**src/uxd_regs.svh**
```systemverilog
// field positions, opcode values and register map of the view export decoder
`ifndef UXD_REGS_SVH
`define UXD_REGS_SVH
`define UXD_W0_VIEW     3:0
`define UXD_W0_OP       9:4
`define UXD_W0_IDX      12:11
`define UXD_W0_TYPE     14:13
`define UXD_W0_SRC      21:15
`define UXD_W0_REL      22
`define UXD_W0_COORD    29:23
`define UXD_W0_ES       31:30
`define UXD_W1_ASIZE    11:0
`define UXD_W1_STRIDE   7:0
`define UXD_W1_MASK     15:12
`define UXD_W1_BURST    19:16
`define UXD_W1_VPM      20
`define UXD_W1_EOP      21
`define UXD_W1_FLOW     29:22
`define UXD_W1_STRM     25:24
`define UXD_W1_BUFN     23:22
`define UXD_W1_MARK     30
`define UXD_W1_BAR      31
`define UXD_TYPE_IND    0
`define UXD_TYPE_ACK    1
`define UXD_IDX_NONE    2'h0
`define UXD_IDX_0       2'h1
`define UXD_IDX_1       2'h2
`define UXD_IDX_BAD     2'h3
`define UXD_ES_BAD      2'h3
`define UXD_OP_RSV_LO   6'h14
`define UXD_OP_RSV_HI   6'h1f
`define UXD_OP_RSV_33   6'h21
`define UXD_OP_RTN_LO   6'h24
`define UXD_OP_RTN_HI   6'h33
`define UXD_OP_RTN_OFS  6'h20
`define UXD_FLOW_STR_LO 8'h40
`define UXD_FLOW_STR_HI 8'h4f
`define UXD_FLOW_SCR    8'h50
`define UXD_FLOW_CL     8'h57
`define UXD_FLOW_CL_CMB 8'h5c
`define UXD_MASK_RAW    4'h1
`define UXD_MASK_FULL   4'hf
`define UXD_MAXDW_TYPED 3'h4
`define UXD_MAXDW_CL    3'h2
`define UXD_MAXDW_ONE   3'h1
`define UXD_REG_CTRL    4'h0
`define UXD_REG_STAT    4'h4
`define UXD_REG_COUNT   4'h8
`define UXD_REG_LAST    4'hc
`define UXD_CTRL_EN     0
`define UXD_CTRL_RESUME 1
`define UXD_EN_RST      1'b1
`endif

```
**src/uxd_pkg.sv**
```systemverilog
// types shared by the view export decoder modules
package uxd_pkg;
    typedef enum logic [5:0] {
        UXD_NOP = 6'h00, UXD_STORE_TYPED = 6'h01, UXD_STORE_RAW = 6'h02,
        UXD_STORE_RAW_FZ = 6'h03, UXD_CMPX_INT = 6'h04, UXD_CMPX_FLT = 6'h05,
        UXD_CMPX_FZ = 6'h06, UXD_ADD = 6'h07, UXD_SUB = 6'h08,
        UXD_RSUB = 6'h09, UXD_MIN_INT = 6'h0a, UXD_MIN_UINT = 6'h0b,
        UXD_MAX_INT = 6'h0c, UXD_MAX_UINT = 6'h0d, UXD_AND = 6'h0e,
        UXD_OR = 6'h0f, UXD_XOR = 6'h10, UXD_MSKOR = 6'h11,
        UXD_INC_UINT = 6'h12, UXD_DEC_UINT = 6'h13, UXD_NOP_RTN = 6'h20,
        UXD_XCHG = 6'h22, UXD_XCHG_FZ = 6'h23
    } uxd_kind_t;
    typedef struct packed {
        uxd_kind_t   kind;
        logic        returns;
        logic        ret_float;
        logic        ret_uint;
        logic        flush;
        logic        reserved;
        logic [2:0]  max_dwords;
    } uxd_cls_t;
    typedef struct packed {
        logic [3:0]  view_sel;
        logic [5:0]  view_op;
        uxd_cls_t    cls;
        logic [1:0]  exp_type;
        logic [6:0]  src_reg;
        logic [6:0]  coord_reg;
        logic [2:0]  elem_dw;
        logic [12:0] array_len;
        logic [8:0]  stride;
        logic [3:0]  comp_mask;
        logic [4:0]  burst_len;
        logic [6:0]  burst_dw;
        logic        valid_pix;
        logic        final_ins;
        logic [7:0]  flow_op;
        logic        stream;
        logic [1:0]  stream_num;
        logic [1:0]  buffer_num;
        logic        mark;
        logic        barrier;
        logic        illegal;
    } uxd_dec_t;
endpackage : uxd_pkg

```
**src/uxd_cls_if.sv**
```systemverilog
// carries a view operation code to the classifier and its class back
`timescale 1ns/100ps
interface uxd_cls_if;
    logic [5:0]       code;
    uxd_pkg::uxd_cls_t cls;
    modport classifier (input code, output cls);
    modport user       (output code, input cls);
endinterface : uxd_cls_if

```
**src/uxd_op_class.sv**
```systemverilog
// classifies a view operation code into kind, return form and size
`timescale 1ns/100ps
`include "uxd_regs.svh"
module uxd_op_class (
    uxd_cls_if.classifier cif
);
    logic             is_rtn;
    logic [5:0]       base;
    logic             rsv;

    always_comb begin
        is_rtn = (cif.code >= `UXD_OP_RTN_LO) && (cif.code <= `UXD_OP_RTN_HI);
        // return forms reuse the plain operation table
        base = is_rtn ? cif.code - `UXD_OP_RTN_OFS : cif.code; // RL11
        rsv = ((cif.code >= `UXD_OP_RSV_LO) && (cif.code <= `UXD_OP_RSV_HI))
            || (cif.code == `UXD_OP_RSV_33)
            || (cif.code > `UXD_OP_RTN_HI); // RL9
        cif.cls.reserved = rsv;
        cif.cls.kind = rsv ? uxd_pkg::UXD_NOP : uxd_pkg::uxd_kind_t'(base);
        cif.cls.returns = !rsv && (is_rtn
            || (base == uxd_pkg::UXD_NOP_RTN)
            || (base == uxd_pkg::UXD_XCHG)
            || (base == uxd_pkg::UXD_XCHG_FZ)); // RL9 RL10 RL11
        cif.cls.ret_float = (is_rtn && ((base == uxd_pkg::UXD_CMPX_FLT)
            || (base == uxd_pkg::UXD_CMPX_FZ)))
            || (base == uxd_pkg::UXD_XCHG_FZ); // RL10 RL11
        cif.cls.ret_uint = is_rtn && ((base == uxd_pkg::UXD_INC_UINT)
            || (base == uxd_pkg::UXD_DEC_UINT)); // RL11
        cif.cls.flush = (base == uxd_pkg::UXD_STORE_RAW_FZ)
            || (base == uxd_pkg::UXD_CMPX_FZ)
            || (base == uxd_pkg::UXD_XCHG_FZ); // RL3 RL4 RL10
        cif.cls.max_dwords = (!rsv && base == uxd_pkg::UXD_STORE_TYPED)
            ? `UXD_MAXDW_TYPED : `UXD_MAXDW_ONE; // RL2
    end
endmodule : uxd_op_class

```
**src/uxd_decoder.sv**
```systemverilog
// view export instruction decoder with avalon control and status
//
// How it works
// RL1: view selector plus optional index register
// RL2: code one typed store, up to four dwords
// RL3: raw store; only code for cacheless views
// RL4: codes four to six compare-exchange
// RL5: codes seven to nine integer add/subtract
// RL6: codes ten to thirteen min and max
// RL7: codes fourteen to seventeen bitwise updates
// RL8: codes eighteen, nineteen wrapping increment, decrement
// RL9: reserved codes; code thirty-two internal flush
// RL10: codes thirty-four, thirty-five exchange returning value
// RL11: codes thirty-six to fifty-one repeat ops with return
// RL12: export type selects index offset, acknowledge
// RL13: source register holds data or operands
// RL14: loop-relative flag adds loop index
// RL15: coordinate register scaled by element size
// RL16: element size one, two, four dwords
// RL17: array size or cacheless dword stride
// RL18: component mask, raw one, others full
// RL19: burst length is field plus one
// RL20: valid pixel mode passed through
// RL21: final instruction stops further issue
// RL22: stream writes give stream and buffer
// RL23: mark flag passed for next acknowledge
// RL24: barrier holds until earlier work completes
// RL25: illegal fields flagged, no memory access
`timescale 1ns/100ps
`include "uxd_regs.svh"
module uxd_decoder (
    input  wire logic        ref_clk,
    input  wire logic        rst_n,
    input  wire logic [3:0]  avs_address,
    input  wire logic        avs_read,
    input  wire logic        avs_write,
    input  wire logic [31:0] avs_writedata,
    input  wire logic [3:0]  avs_byteenable,
    output logic      [31:0] avs_readdata,
    output logic             avs_waitrequest,
    input  wire logic        ins_valid,
    output logic             ins_ready,
    input  wire logic [31:0] ins_word0,
    input  wire logic [31:0] ins_word1,
    input  wire logic [7:0]  loop_index_value,
    input  wire logic [3:0]  view_index0,
    input  wire logic [3:0]  view_index1,
    input  wire logic        prior_done,
    output logic             dec_valid,
    input  wire logic        dec_ready,
    output logic      [3:0]  dec_view_selector,
    output logic      [5:0]  dec_view_operation_code,
    output logic      [5:0]  dec_op_kind,
    output logic             dec_returns,
    output logic             dec_ret_float,
    output logic             dec_ret_uint,
    output logic             dec_flush_denorm,
    output logic      [2:0]  dec_max_dwords,
    output logic      [1:0]  dec_export_type,
    output logic             dec_write_with_index_offset,
    output logic             dec_write_ack,
    output logic      [6:0]  dec_source_reg_number,
    output logic      [6:0]  dec_address_coord_reg,
    output logic      [2:0]  dec_elem_dwords,
    output logic      [12:0] dec_array_len,
    output logic      [8:0]  dec_stride,
    output logic      [3:0]  dec_comp_mask,
    output logic      [4:0]  dec_burst_len,
    output logic      [6:0]  dec_burst_dwords,
    output logic             dec_valid_pixel,
    output logic             dec_program_final_flag,
    output logic      [7:0]  dec_flow_operation_code,
    output logic             dec_stream_write,
    output logic      [1:0]  dec_stream_num,
    output logic      [1:0]  dec_buffer_num,
    output logic             dec_mark,
    output logic             dec_barrier,
    output logic             dec_illegal,
    output logic             dec_mem_access
);
    function automatic logic [2:0] elem_dwords(input logic [1:0] es);
        unique case (es)
            2'h0:    elem_dwords = 3'h1;
            2'h1:    elem_dwords = 3'h2;
            2'h2:    elem_dwords = 3'h4;
            default: elem_dwords = 3'h0;
        endcase
    endfunction : elem_dwords

    function automatic logic [3:0] view_with_index(
        input logic [3:0] sel,
        input logic [1:0] mode,
        input logic [3:0] ix0,
        input logic [3:0] ix1);
        unique case (mode)
            `UXD_IDX_0: view_with_index = sel + ix0;
            `UXD_IDX_1: view_with_index = sel + ix1;
            default:    view_with_index = sel;
        endcase
    endfunction : view_with_index

    uxd_cls_if cif ();
    uxd_op_class u_cls (
        .cif (cif)
    );

    uxd_pkg::uxd_dec_t dec_q;
    uxd_pkg::uxd_dec_t dec_d;
    logic              valid_q;
    logic              valid_d;
    logic              halted_q;
    logic              halted_d;
    logic              en_q;
    logic              en_d;
    logic              ill_seen_q;
    logic              ill_seen_d;
    logic              mask_warn_q;
    logic              mask_warn_d;
    logic [31:0]       count_q;
    logic [31:0]       count_d;
    logic [31:0]       rdata_q;
    logic [31:0]       rdata_d;
    logic              ack_q;
    logic              ack_d;
    logic              ins_fire;
    logic              cacheless;
    logic              is_raw;
    logic              mask_bad;
    logic              wr_ok;
    logic              rd_ok;

    assign cif.code = ins_word0[`UXD_W0_OP]; // RL2

    // barrier and final stop are folded into the ready
    always_comb begin
        ins_ready = en_q && !halted_q && (!valid_q || dec_ready)
            && !(ins_word1[`UXD_W1_BAR] && !prior_done); // RL24 RL21
        ins_fire = ins_valid && ins_ready;
    end

    always_comb begin
        cacheless = (ins_word1[`UXD_W1_FLOW] == `UXD_FLOW_CL)
            || (ins_word1[`UXD_W1_FLOW] == `UXD_FLOW_CL_CMB);
        is_raw = (cif.cls.kind == uxd_pkg::UXD_STORE_RAW)
            || (cif.cls.kind == uxd_pkg::UXD_STORE_RAW_FZ);
        mask_bad = (cif.cls.kind != uxd_pkg::UXD_NOP) && (is_raw
            ? ins_word1[`UXD_W1_MASK] != `UXD_MASK_RAW
            : ins_word1[`UXD_W1_MASK] != `UXD_MASK_FULL); // RL18
        dec_d = dec_q;
        dec_d.view_sel = view_with_index(ins_word0[`UXD_W0_VIEW],
            ins_word0[`UXD_W0_IDX], view_index0, view_index1); // RL1
        dec_d.view_op = ins_word0[`UXD_W0_OP];
        dec_d.cls = cif.cls; // RL4 RL5 RL6 RL7 RL8 RL9 RL10 RL11
        if (cacheless && cif.cls.kind == uxd_pkg::UXD_STORE_RAW) begin
            dec_d.cls.max_dwords = `UXD_MAXDW_CL; // RL3
        end
        dec_d.exp_type = ins_word0[`UXD_W0_TYPE]; // RL12
        dec_d.src_reg = ins_word0[`UXD_W0_REL]
            ? ins_word0[`UXD_W0_SRC] + loop_index_value[6:0]
            : ins_word0[`UXD_W0_SRC]; // RL13 RL14
        dec_d.coord_reg = ins_word0[`UXD_W0_COORD]; // RL15
        dec_d.elem_dw = elem_dwords(ins_word0[`UXD_W0_ES]); // RL16
        dec_d.array_len = {1'b0, ins_word1[`UXD_W1_ASIZE]} + 13'h1; // RL17
        dec_d.stride = {1'b0, ins_word1[`UXD_W1_STRIDE]} + 9'h1; // RL17
        dec_d.comp_mask = ins_word1[`UXD_W1_MASK]; // RL18
        dec_d.burst_len = {1'b0, ins_word1[`UXD_W1_BURST]} + 5'h1; // RL19
        dec_d.burst_dw = 7'(dec_d.burst_len * dec_d.elem_dw); // RL16
        dec_d.valid_pix = ins_word1[`UXD_W1_VPM]; // RL20
        dec_d.final_ins = ins_word1[`UXD_W1_EOP]; // RL21
        dec_d.flow_op = ins_word1[`UXD_W1_FLOW]; // RL22
        dec_d.stream = (ins_word1[`UXD_W1_FLOW] >= `UXD_FLOW_STR_LO)
            && (ins_word1[`UXD_W1_FLOW] <= `UXD_FLOW_STR_HI); // RL22
        dec_d.stream_num = ins_word1[`UXD_W1_STRM]; // RL22
        dec_d.buffer_num = ins_word1[`UXD_W1_BUFN]; // RL22
        dec_d.mark = ins_word1[`UXD_W1_MARK]; // RL23
        dec_d.barrier = ins_word1[`UXD_W1_BAR]; // RL24
        dec_d.illegal = cif.cls.reserved
            || (ins_word0[`UXD_W0_IDX] == `UXD_IDX_BAD)
            || (ins_word0[`UXD_W0_ES] == `UXD_ES_BAD)
            || (cacheless && cif.cls.kind != uxd_pkg::UXD_STORE_RAW)
            ; // RL25 RL3
        if (!ins_fire) begin
            dec_d = dec_q;
        end
        valid_d = ins_fire || (valid_q && !dec_ready);
    end

    always_ff @(posedge ref_clk) begin
        if (!rst_n) begin
            dec_q   <= '0;
            valid_q <= 1'b0;
        end else begin
            dec_q   <= dec_d;
            valid_q <= valid_d;
        end
    end

    // scratch length only meaningful for the scratch flow code
    always_comb begin
        dec_valid                   = valid_q;
        dec_view_selector           = dec_q.view_sel;
        dec_view_operation_code     = dec_q.view_op;
        dec_op_kind                 = dec_q.cls.kind;
        dec_returns                 = dec_q.cls.returns;
        dec_ret_float               = dec_q.cls.ret_float;
        dec_ret_uint                = dec_q.cls.ret_uint;
        dec_flush_denorm            = dec_q.cls.flush;
        dec_max_dwords              = dec_q.cls.max_dwords;
        dec_export_type             = dec_q.exp_type;
        dec_write_with_index_offset = dec_q.exp_type[`UXD_TYPE_IND]; // RL12
        dec_write_ack               = dec_q.exp_type[`UXD_TYPE_ACK]; // RL12
        dec_source_reg_number       = dec_q.src_reg;
        dec_address_coord_reg       = dec_q.coord_reg;
        dec_elem_dwords             = dec_q.elem_dw;
        dec_array_len               = dec_q.array_len;
        dec_stride                  = dec_q.stride;
        dec_comp_mask               = dec_q.comp_mask;
        dec_burst_len               = dec_q.burst_len;
        dec_burst_dwords            = dec_q.burst_dw;
        dec_valid_pixel             = dec_q.valid_pix;
        dec_program_final_flag      = dec_q.final_ins;
        dec_flow_operation_code     = dec_q.flow_op;
        dec_stream_write            = dec_q.stream;
        dec_stream_num              = dec_q.stream_num;
        dec_buffer_num              = dec_q.buffer_num;
        dec_mark                    = dec_q.mark;
        dec_barrier                 = dec_q.barrier;
        dec_illegal                 = dec_q.illegal;
        dec_mem_access              = valid_q && !dec_q.illegal; // RL25
    end

    // status and control; set by hardware wins over software clear
    always_comb begin
        // writes land on the edge after the wait state ends
        wr_ok = avs_write && ack_q && avs_byteenable[0];
        rd_ok = avs_read && !ack_q;
        ack_d = (avs_read || avs_write) && !ack_q;
        avs_waitrequest = (avs_read || avs_write) && !ack_q;
        en_d = en_q;
        if (wr_ok && avs_address == `UXD_REG_CTRL) begin
            en_d = avs_writedata[`UXD_CTRL_EN];
        end
        halted_d = halted_q;
        if (wr_ok && avs_address == `UXD_REG_CTRL
            && avs_writedata[`UXD_CTRL_RESUME]) begin
            halted_d = 1'b0;
        end
        if (ins_fire && ins_word1[`UXD_W1_EOP]) begin
            halted_d = 1'b1; // RL21
        end
        ill_seen_d = ill_seen_q;
        mask_warn_d = mask_warn_q;
        if (wr_ok && avs_address == `UXD_REG_STAT) begin
            ill_seen_d = ill_seen_q && !avs_writedata[1];
            mask_warn_d = mask_warn_q && !avs_writedata[2];
        end
        if (ins_fire && dec_d.illegal) begin
            ill_seen_d = 1'b1; // RL25
        end
        if (ins_fire && mask_bad) begin
            mask_warn_d = 1'b1; // RL18
        end
        count_d = ins_fire ? count_q + 32'h1 : count_q;
        rdata_d = 32'h0;
        if (rd_ok) begin
            unique case (avs_address)
                `UXD_REG_CTRL:  rdata_d = {31'h0, en_q};
                `UXD_REG_STAT:  rdata_d = {28'h0, valid_q, mask_warn_q,
                                           ill_seen_q, halted_q};
                `UXD_REG_COUNT: rdata_d = count_q;
                `UXD_REG_LAST:  rdata_d = {18'h0, dec_q.flow_op,
                                           dec_q.view_op};
                default:        rdata_d = 32'h0;
            endcase
        end else if (ack_q) begin
            rdata_d = rdata_q;
        end
        avs_readdata = rdata_q;
    end

    always_ff @(posedge ref_clk) begin
        if (!rst_n) begin
            en_q        <= `UXD_EN_RST;
            halted_q    <= 1'b0;
            ill_seen_q  <= 1'b0;
            mask_warn_q <= 1'b0;
            count_q     <= 32'h0;
            rdata_q     <= 32'h0;
            ack_q       <= 1'b0;
        end else begin
            en_q        <= en_d;
            halted_q    <= halted_d;
            ill_seen_q  <= ill_seen_d;
            mask_warn_q <= mask_warn_d;
            count_q     <= count_d;
            rdata_q     <= rdata_d;
            ack_q       <= ack_d;
        end
    end
endmodule : uxd_decoder

```
**config.mk**
```make
export PLATFORM = sky130hd
export DESIGN_NAME = uxd_decoder
export DESIGN_NICKNAME = d
export VERILOG_FILES = /design/src/uxd_pkg.sv /design/src/uxd_cls_if.sv /design/src/uxd_op_class.sv /design/src/uxd_decoder.sv
export VERILOG_INCLUDE_DIRS = /design/src /design/src/src
export SDC_FILE = /design/constraint.sdc
export NUM_CORES = 1
export LEC_CHECK = 0
export BUFFER_PORTS_ARGS = -buffer_cell sky130_fd_sc_hd__buf_2
export CORE_ASPECT_RATIO = 1.4
export CORE_MARGIN = 2
export CORE_UTILIZATION = 30
export CTS_CLUSTER_DIAMETER = 120
export CTS_CLUSTER_SIZE = 20
export DETAILED_ROUTE_END_ITERATION = 10
export GPL_ROUTABILITY_DRIVEN = 0
export MAX_ROUTING_LAYER = met4
export PLACE_DENSITY = 0.58
export SLEW_MARGIN = 30
export SYNTH_ARGS = -nofsm -noshare
export SYNTH_HDL_FRONTEND = slang
export SYNTH_SLANG_ARGS = --single-unit
export TNS_END_PERCENT = 10
```
**constraint.sdc**
```tcl
create_clock -name ref_clk -period 5.7 [get_ports ref_clk]
set_input_delay 1.14 -clock ref_clk [delete_from_list [all_inputs] [get_ports ref_clk]]
set_output_delay 1.14 -clock ref_clk [all_outputs]
set_load 0.02 [all_outputs]
```
* Yosys cells after proc, flatten, opt, wreduce, memory -nomap -nowiden
Index checks and enable logic that the tools add are counted.
Operators by class: $mul 1, mux-type cells 18, reductions and logical operators 63, equality and inequality tests 27, order comparisons 7, $add $sub $neg 8
Operators by type and width (count):
- $pmux W32 S4 | 1
- $mux W32 | 2
- $add A32 B1 Y32 const B | 1
- $logic_and A1 B1 Y1 | 29
- $eq A6 B6 Y1 const B | 4
- $eq A6 B2 Y1 const B | 3
- $logic_or A1 B1 Y1 | 18
- $eq A8 B7 Y1 const B | 2
- $add A12 B1 Y13 const B | 1
- $eq A6 B3 Y1 const B | 2
- $eq A6 B5 Y1 const B | 2
- $mux W6 | 2
- $logic_not A1 Y1 | 10
- $add A8 B1 Y9 const B | 1
- $pmux W3 S3 | 1
- $add A4 B4 Y4 | 2
- $eq A2 B2 Y1 const B | 4
- $eq A4 B4 Y1 const B | 2
- $ge A8 B7 Y1 const B | 1
- $le A8 B7 Y1 const B | 1
- $mux W1 | 8
- $pmux W4 S2 | 1
- $add A7 B7 Y7 | 1
- $mul A5 B3 Y7 | 1
- 20 further kinds | 24
Storage, ports and cells: word-level logic and storage cells 158, flip-flop bits (word level) 168, output and inout bits 136, bits of input ports 127

* Logic depth before layout (Yosys ltp)
word-level depth 11, mapped depth 13, mapped depth without buffers 13

* Cells and area by module
Synthesis repeated with hierarchy kept, for this count alone.
Unflattened totals: cells, all modules 902, area, all modules 7523.5 sq um
Modules (own cells, without submodules):
- uxd_decoder | seq. area each 3123.0 sq um, instances 1, cells an instance 877, area an instance 7339.5 sq um
- uxd_op_class | seq. area each 0.0 sq um, instances 1, cells an instance 25, area an instance 183.9 sq um

* Least setup slack after synthesis
No wires, ideal clock.
kind input port to flip-flop, start point in ins_word0[31], end point reg dec_q, in the netlist dec_burst_dwords[6], buffers on the path 1, setup slack 2.151 ns, data arrival time 3.464 ns, stages 13, required time 5.614 ns, setup time 0.086 ns, cell sequence clkbuf_1 -> nand2b_1 -> or2_2 -> fa_1 -> inv_1 -> ha_1 -> inv_1 -> fa_1 -> inv_1 -> a21o_1 -> a21oi_1 -> xnor2_1 -> a211oi_1
Between the ends: longest elaborated chain between the ends 3, elaborated cells between the ends (all ways) 5, those cells by class 1 x mul; 2 x eq/ne; 1 x mux; 1 x reduce/logical
RTL lines:
- start: declaration | line uxd_decoder.sv:43 | input wire logic [31:0] ins_word0,
- $eq A2 B2 Y1 (tied with other cells) | line uxd_decoder.sv:82 | unique case (es)
- $pmux W3 S3 (*) | line uxd_decoder.sv:82
- $mul A5 B3 Y7 (*) | line uxd_decoder.sv:167 | dec_d.burst_dw = 7'(dec_d.burst_len * dec_d.elem_dw);
- end signal: assignment | line uxd_decoder.sv:190 | dec_q <= '0;
- end signal: assignment | line uxd_decoder.sv:193 | dec_q <= dec_d;
- end: declaration | line uxd_decoder.sv:107 | uxd_pkg::uxd_dec_t dec_q;
Mark *: on every way between the ends. The rest lies on a longest branch, timed or not. A chain may end at the register's enable or synchronous reset.

* Worst setup path after layout
start point in ins_word1[16], end point reg dec_q, in the netlist dec_burst_dwords[6]
Between the ends: longest elaborated chain between the ends 2
RTL lines:
- start: declaration | line uxd_decoder.sv:44 | input wire logic [31:0] ins_word1,
- $add A4 B1 Y5 | line uxd_decoder.sv:166 | dec_d.burst_len = {1'b0, ins_word1[`UXD_W1_BURST]} + 5'h1;
- $mul A5 B3 Y7 | line uxd_decoder.sv:167
Every way passes these cells.

==> results.py <==
metrics = {
    "logic_synthesis": {
        "syn_area_um2": 7398,
        "ys_seq_area_frac": 0.4221,
        "synthAdderAreaFrac": 0.05006,
        "async_flop_share": 0,
        "synth_top_family_by_area": "simple AND/OR/NAND/NOR gates",
        "yosysUniqueCellTypes": 58,
        "synthCells": 900,
        "synth.area.mux_share": 0.02435,
        "synth-edff-count": 0,
        "synth_compound_area_frac": 0.1624,
        "synthXorXnorAreaFrac": 0.04617,
        "postSynthAreaPerCell_um2": 8.220,
        "synth.area.top_cells": "dfxtp_1 42%, nand2_1 7.1%, a21oi_1 5.4%, nor2_1 5.3%, xnor2_1 3.6%",
        "yosysTopAreaCellShare": 0.4221,
        "synth_common_cells": "156 x dfxtp_1, 140 x nand2_1, 104 x nor2_1",
        "yosys.area_share.simple": 0.2410,
        "ys_warn_count": 0,
        "yosys.cell_count.top_type": "dfxtp_1",
        "ys_ff_latch": 156,
        "synth-main-ff-cell": "dfxtp_1",
        "synth_nets": 1053,
        "synth_top_area_cell": "dfxtp_1",
    },
    "pwr": {
        "clkPwrFrac": 0.459,
        "p_switching_uw": 763.6,
        "total_power_uw": 2887,
        "pwr-share-seq": 0.403,
        "p_int_uw": 2123,
        "swShare": 0.2645,
        "ir_worst_vdd_mv": 0.2006,
        "power_frac_comb": 0.137,
        "leakagePower_uw": 0.003936,
        "power_density_nw_per_um2": 308.9,
    },
    "floorplan": {
        "die_w_um": 136.7,
        "dieArea_um2": 25950,
        "initial_utilization": 0.3030,
        "rows": 68,
        "io_pins": 263,
        "die_h_um": 189.8,
        "core_area_um2": 24420,
    },
    "placement": {
        "portBuffers": 228,
        "place_ws_ns": 1.840,
        "dpl.hpwl_mm": 15.22,
    },
    "detailed_routing": {
        "wl_per_cell_um": 15.00,
        "routed_via_density": 4.854,
        "first_pass_iters": 4,
        "first_iter_violations": 370,
        "route.detailed.drc": 0,
        "drtAntennaViolNets": 0,
        "num_vias": 6844,
        "wl_mm": 21.15,
    },
    "cts": {
        "tritoncts": "built",
        "clock_latency_ns": 0.43,
        "root_buffer": "clkbuf_16",
        "h-tree-depth": 4,
        "cts_hold_buf": 0,
        "cts_sinks": 156,
        "cts_setup_buffers": 0,
        "ctsResizeCount": 0,
        "clockBufferDepth": 2,
        "numCtsBuffers": 17,
        "clk_pin_slew_worst_paths_ns": 0.06,
    },
    "timing": {
        "clock_skew_ns": 0.01123,
        "max_clock_freq_mhz": 291.6,
        "drv_slew": 0,
        "setup_viol": 0,
        "max_slew_margin": 0.4654,
        "rsz0062_at_grt": "no",
        "finalCritPeriodShare": 0.6017,
        "setup-tns-final_ns": 0,
        "min_period_ns": 3.430,
        "hold_violations": 0,
        "worst_pin_slew_ns": 0.8020,
        "worst_slack_ns": 2.270,
    },
    "critical_path": {
        "worstPathMaxFanout": 6,
        "worst-r2r-setup-slack_ns": 3.23,
        "endpoint": "dec_burst_dwords[6]$_SDFFE_PN0P_",
        "critPathKind": "primary input to register",
        "end_kind": "register",
        "cp.required_ns": 6.04,
        "cpPeakStageDelay_ns": 0.43,
        "reg2regPathDepth": 5,
        "cp_slowest_cell": "fa_1",
        "critPathLaunch": "ins_word1[16]",
        "startpoint_type": "primary input",
        "path_cells": "buf_2 -> ha_1 -> xnor2_1 -> or3_1 -> fa_1 -> inv_1 -> ha_1 -> inv_1 -> fa_1 -> inv_1 -> a21o_1 -> a21oi_1 -> xnor2_1 -> a211oi_1",
        "r2r-end": "count_q[31]$_SDFFE_PN0P_",
        "r2r_start": "en_q$_SDFFE_PN1P_",
        "critPathArrivalTime_ns": 3.77,
        "cpMostUsedCell": "inv_1",
    },
    "flow_run": {
        "maxCapViolCount": 0,
    },
    "layout": {
        "final_util": 0.3827,
        "layout-drive-gt1-share": 0.2596,
        "syn_to_final_growth_pct": 26.31,
        "nets": 1234,
    },
    "min_path": {
        "hp-class": "register to register",
    },
    "run_status": {
        "outcome": "complete, no violations",
    },
    "global_route": {
        "grt.total_usage": 0.1701,
        "grt_antenna_before_repair": 2,
        "grt_max_degree": 72,
        "grt_pass1_wl_mm": 33.60,
        "grt_pass1_vias": 6410,
        "overflow": 0,
    },
}
[critical path, delay by kind of cell]
kind,cells,cell delay (ns)
fa+ha+maj,4,1.22
compound gates,3,0.40
simple gates,1,0.35
xor+xnor,2,0.33
buf+inv,4,0.32
[layer usage]
layer,global-route usage,share of wire,vias to the layer above
li1,-,-,3481
met3,0.03384,0.045,23
met4,0.05609,0.018,0
met2,0.2852,0.50,168
met5,-,0,-
met1,0.2028,0.44,3172
[cells by family (layout without fill, tap and decap cells)]
logic type,after synthesis,in the layout
xor gates and xnor gates,39,39
and+or+nand+nor,380,380
buffers and inverters,89,283
AOI/OAI and AO/OA,194,194
other,0,1
adders and majority gates,26,26
DFF,156,156
muxes,16,16
[area by class of cell]
cell class,instances,area (um^2)
Timing Repair Buffer,235,1194
Clock buffer,19,452.9
Fill cell,2515,15070
Sequential cell,156,3123
Clock inverter,13,237.7
Multi-Input combinational cell,655,3879
Tap cell,315,394.1
Inverter,16,62.56
Antenna cell,1,2.502
[cells in the final DEF (no fill, tap or decap), drive strengths merged, types with 4 or more instances in the layout]
master / synthesis / routed
dfxtp: 156 / 156
fa: 6 / 6
nor4: 18 / 18
o211ai: 5 / 5
nand2b: 14 / 14
a21oi: 80 / 80
and3: 5 / 5
and2: 14 / 14
a22oi: 32 / 32
a21o: 4 / 4
nand4: 10 / 10
a31oi: 5 / 5
clkbuf: 45 / 19
mux2: 6 / 6
a211oi: 19 / 19
and4: 5 / 5
bufinv: 0 / 6
nor3: 20 / 20
nor2b: 5 / 5
o21ai: 26 / 26
buf: 28 / 235
nor2: 104 / 104
mux2i: 9 / 9
o21bai: 7 / 7
nand3: 22 / 22
xnor2: 30 / 30
nand3b: 4 / 4
xor2: 9 / 9
ha: 20 / 20
nand2: 141 / 141
inv: 16 / 17
[worst min path at each step]
stage	start	end	slack [ns]	cells after the start
finish	dec_comp_mask[3]$_SDFFE_PN0P_	dec_comp_mask[3]$_SDFFE_PN0P_	0.45	2
floorplan	mask_warn_q$_SDFFE_PN0P_	mask_warn_q$_SDFFE_PN0P_	0.45	2
global placement	dec_view_selector[2]$_SDFFE_PN0P_	dec_view_selector[2]$_SDFFE_PN0P_	0.44	2
detailed placement	dec_burst_dwords[5]$_SDFFE_PN0P_	dec_burst_dwords[5]$_SDFFE_PN0P_	0.44	2
CTS	dec_address_coord_reg[3]$_SDFFE_PN0P_	dec_address_coord_reg[3]$_SDFFE_PN0P_	0.45	2
global route	dec_view_selector[2]$_SDFFE_PN0P_	dec_view_selector[2]$_SDFFE_PN0P_	0.47	2
[stage by stage]
stage,instances,hold slack (ns),instance area (um^2)
after floorplan,900,0.4499,7398
after global placement,1377,0.4356,8652
after detailed placement,1377,0.4401,8652
after CTS,1409,0.4519,9343
after global routing,1410,0.4702,9345
final,1410,0.4503,9345
[power by group through the flow]
stage / combinational (uW) / sequential (uW) / clock, uW
finish: 396 / 1160 / 1330
global route: 441 / 1170 / 1410
CTS: 403 / 1160 / 1370
detailed placement: 402 / 1190 / 0
global placement: 399 / 1190 / 0
floorplan: 217 / 1230 / 0
No activity file was read; power rests on OpenSTA's default activity.
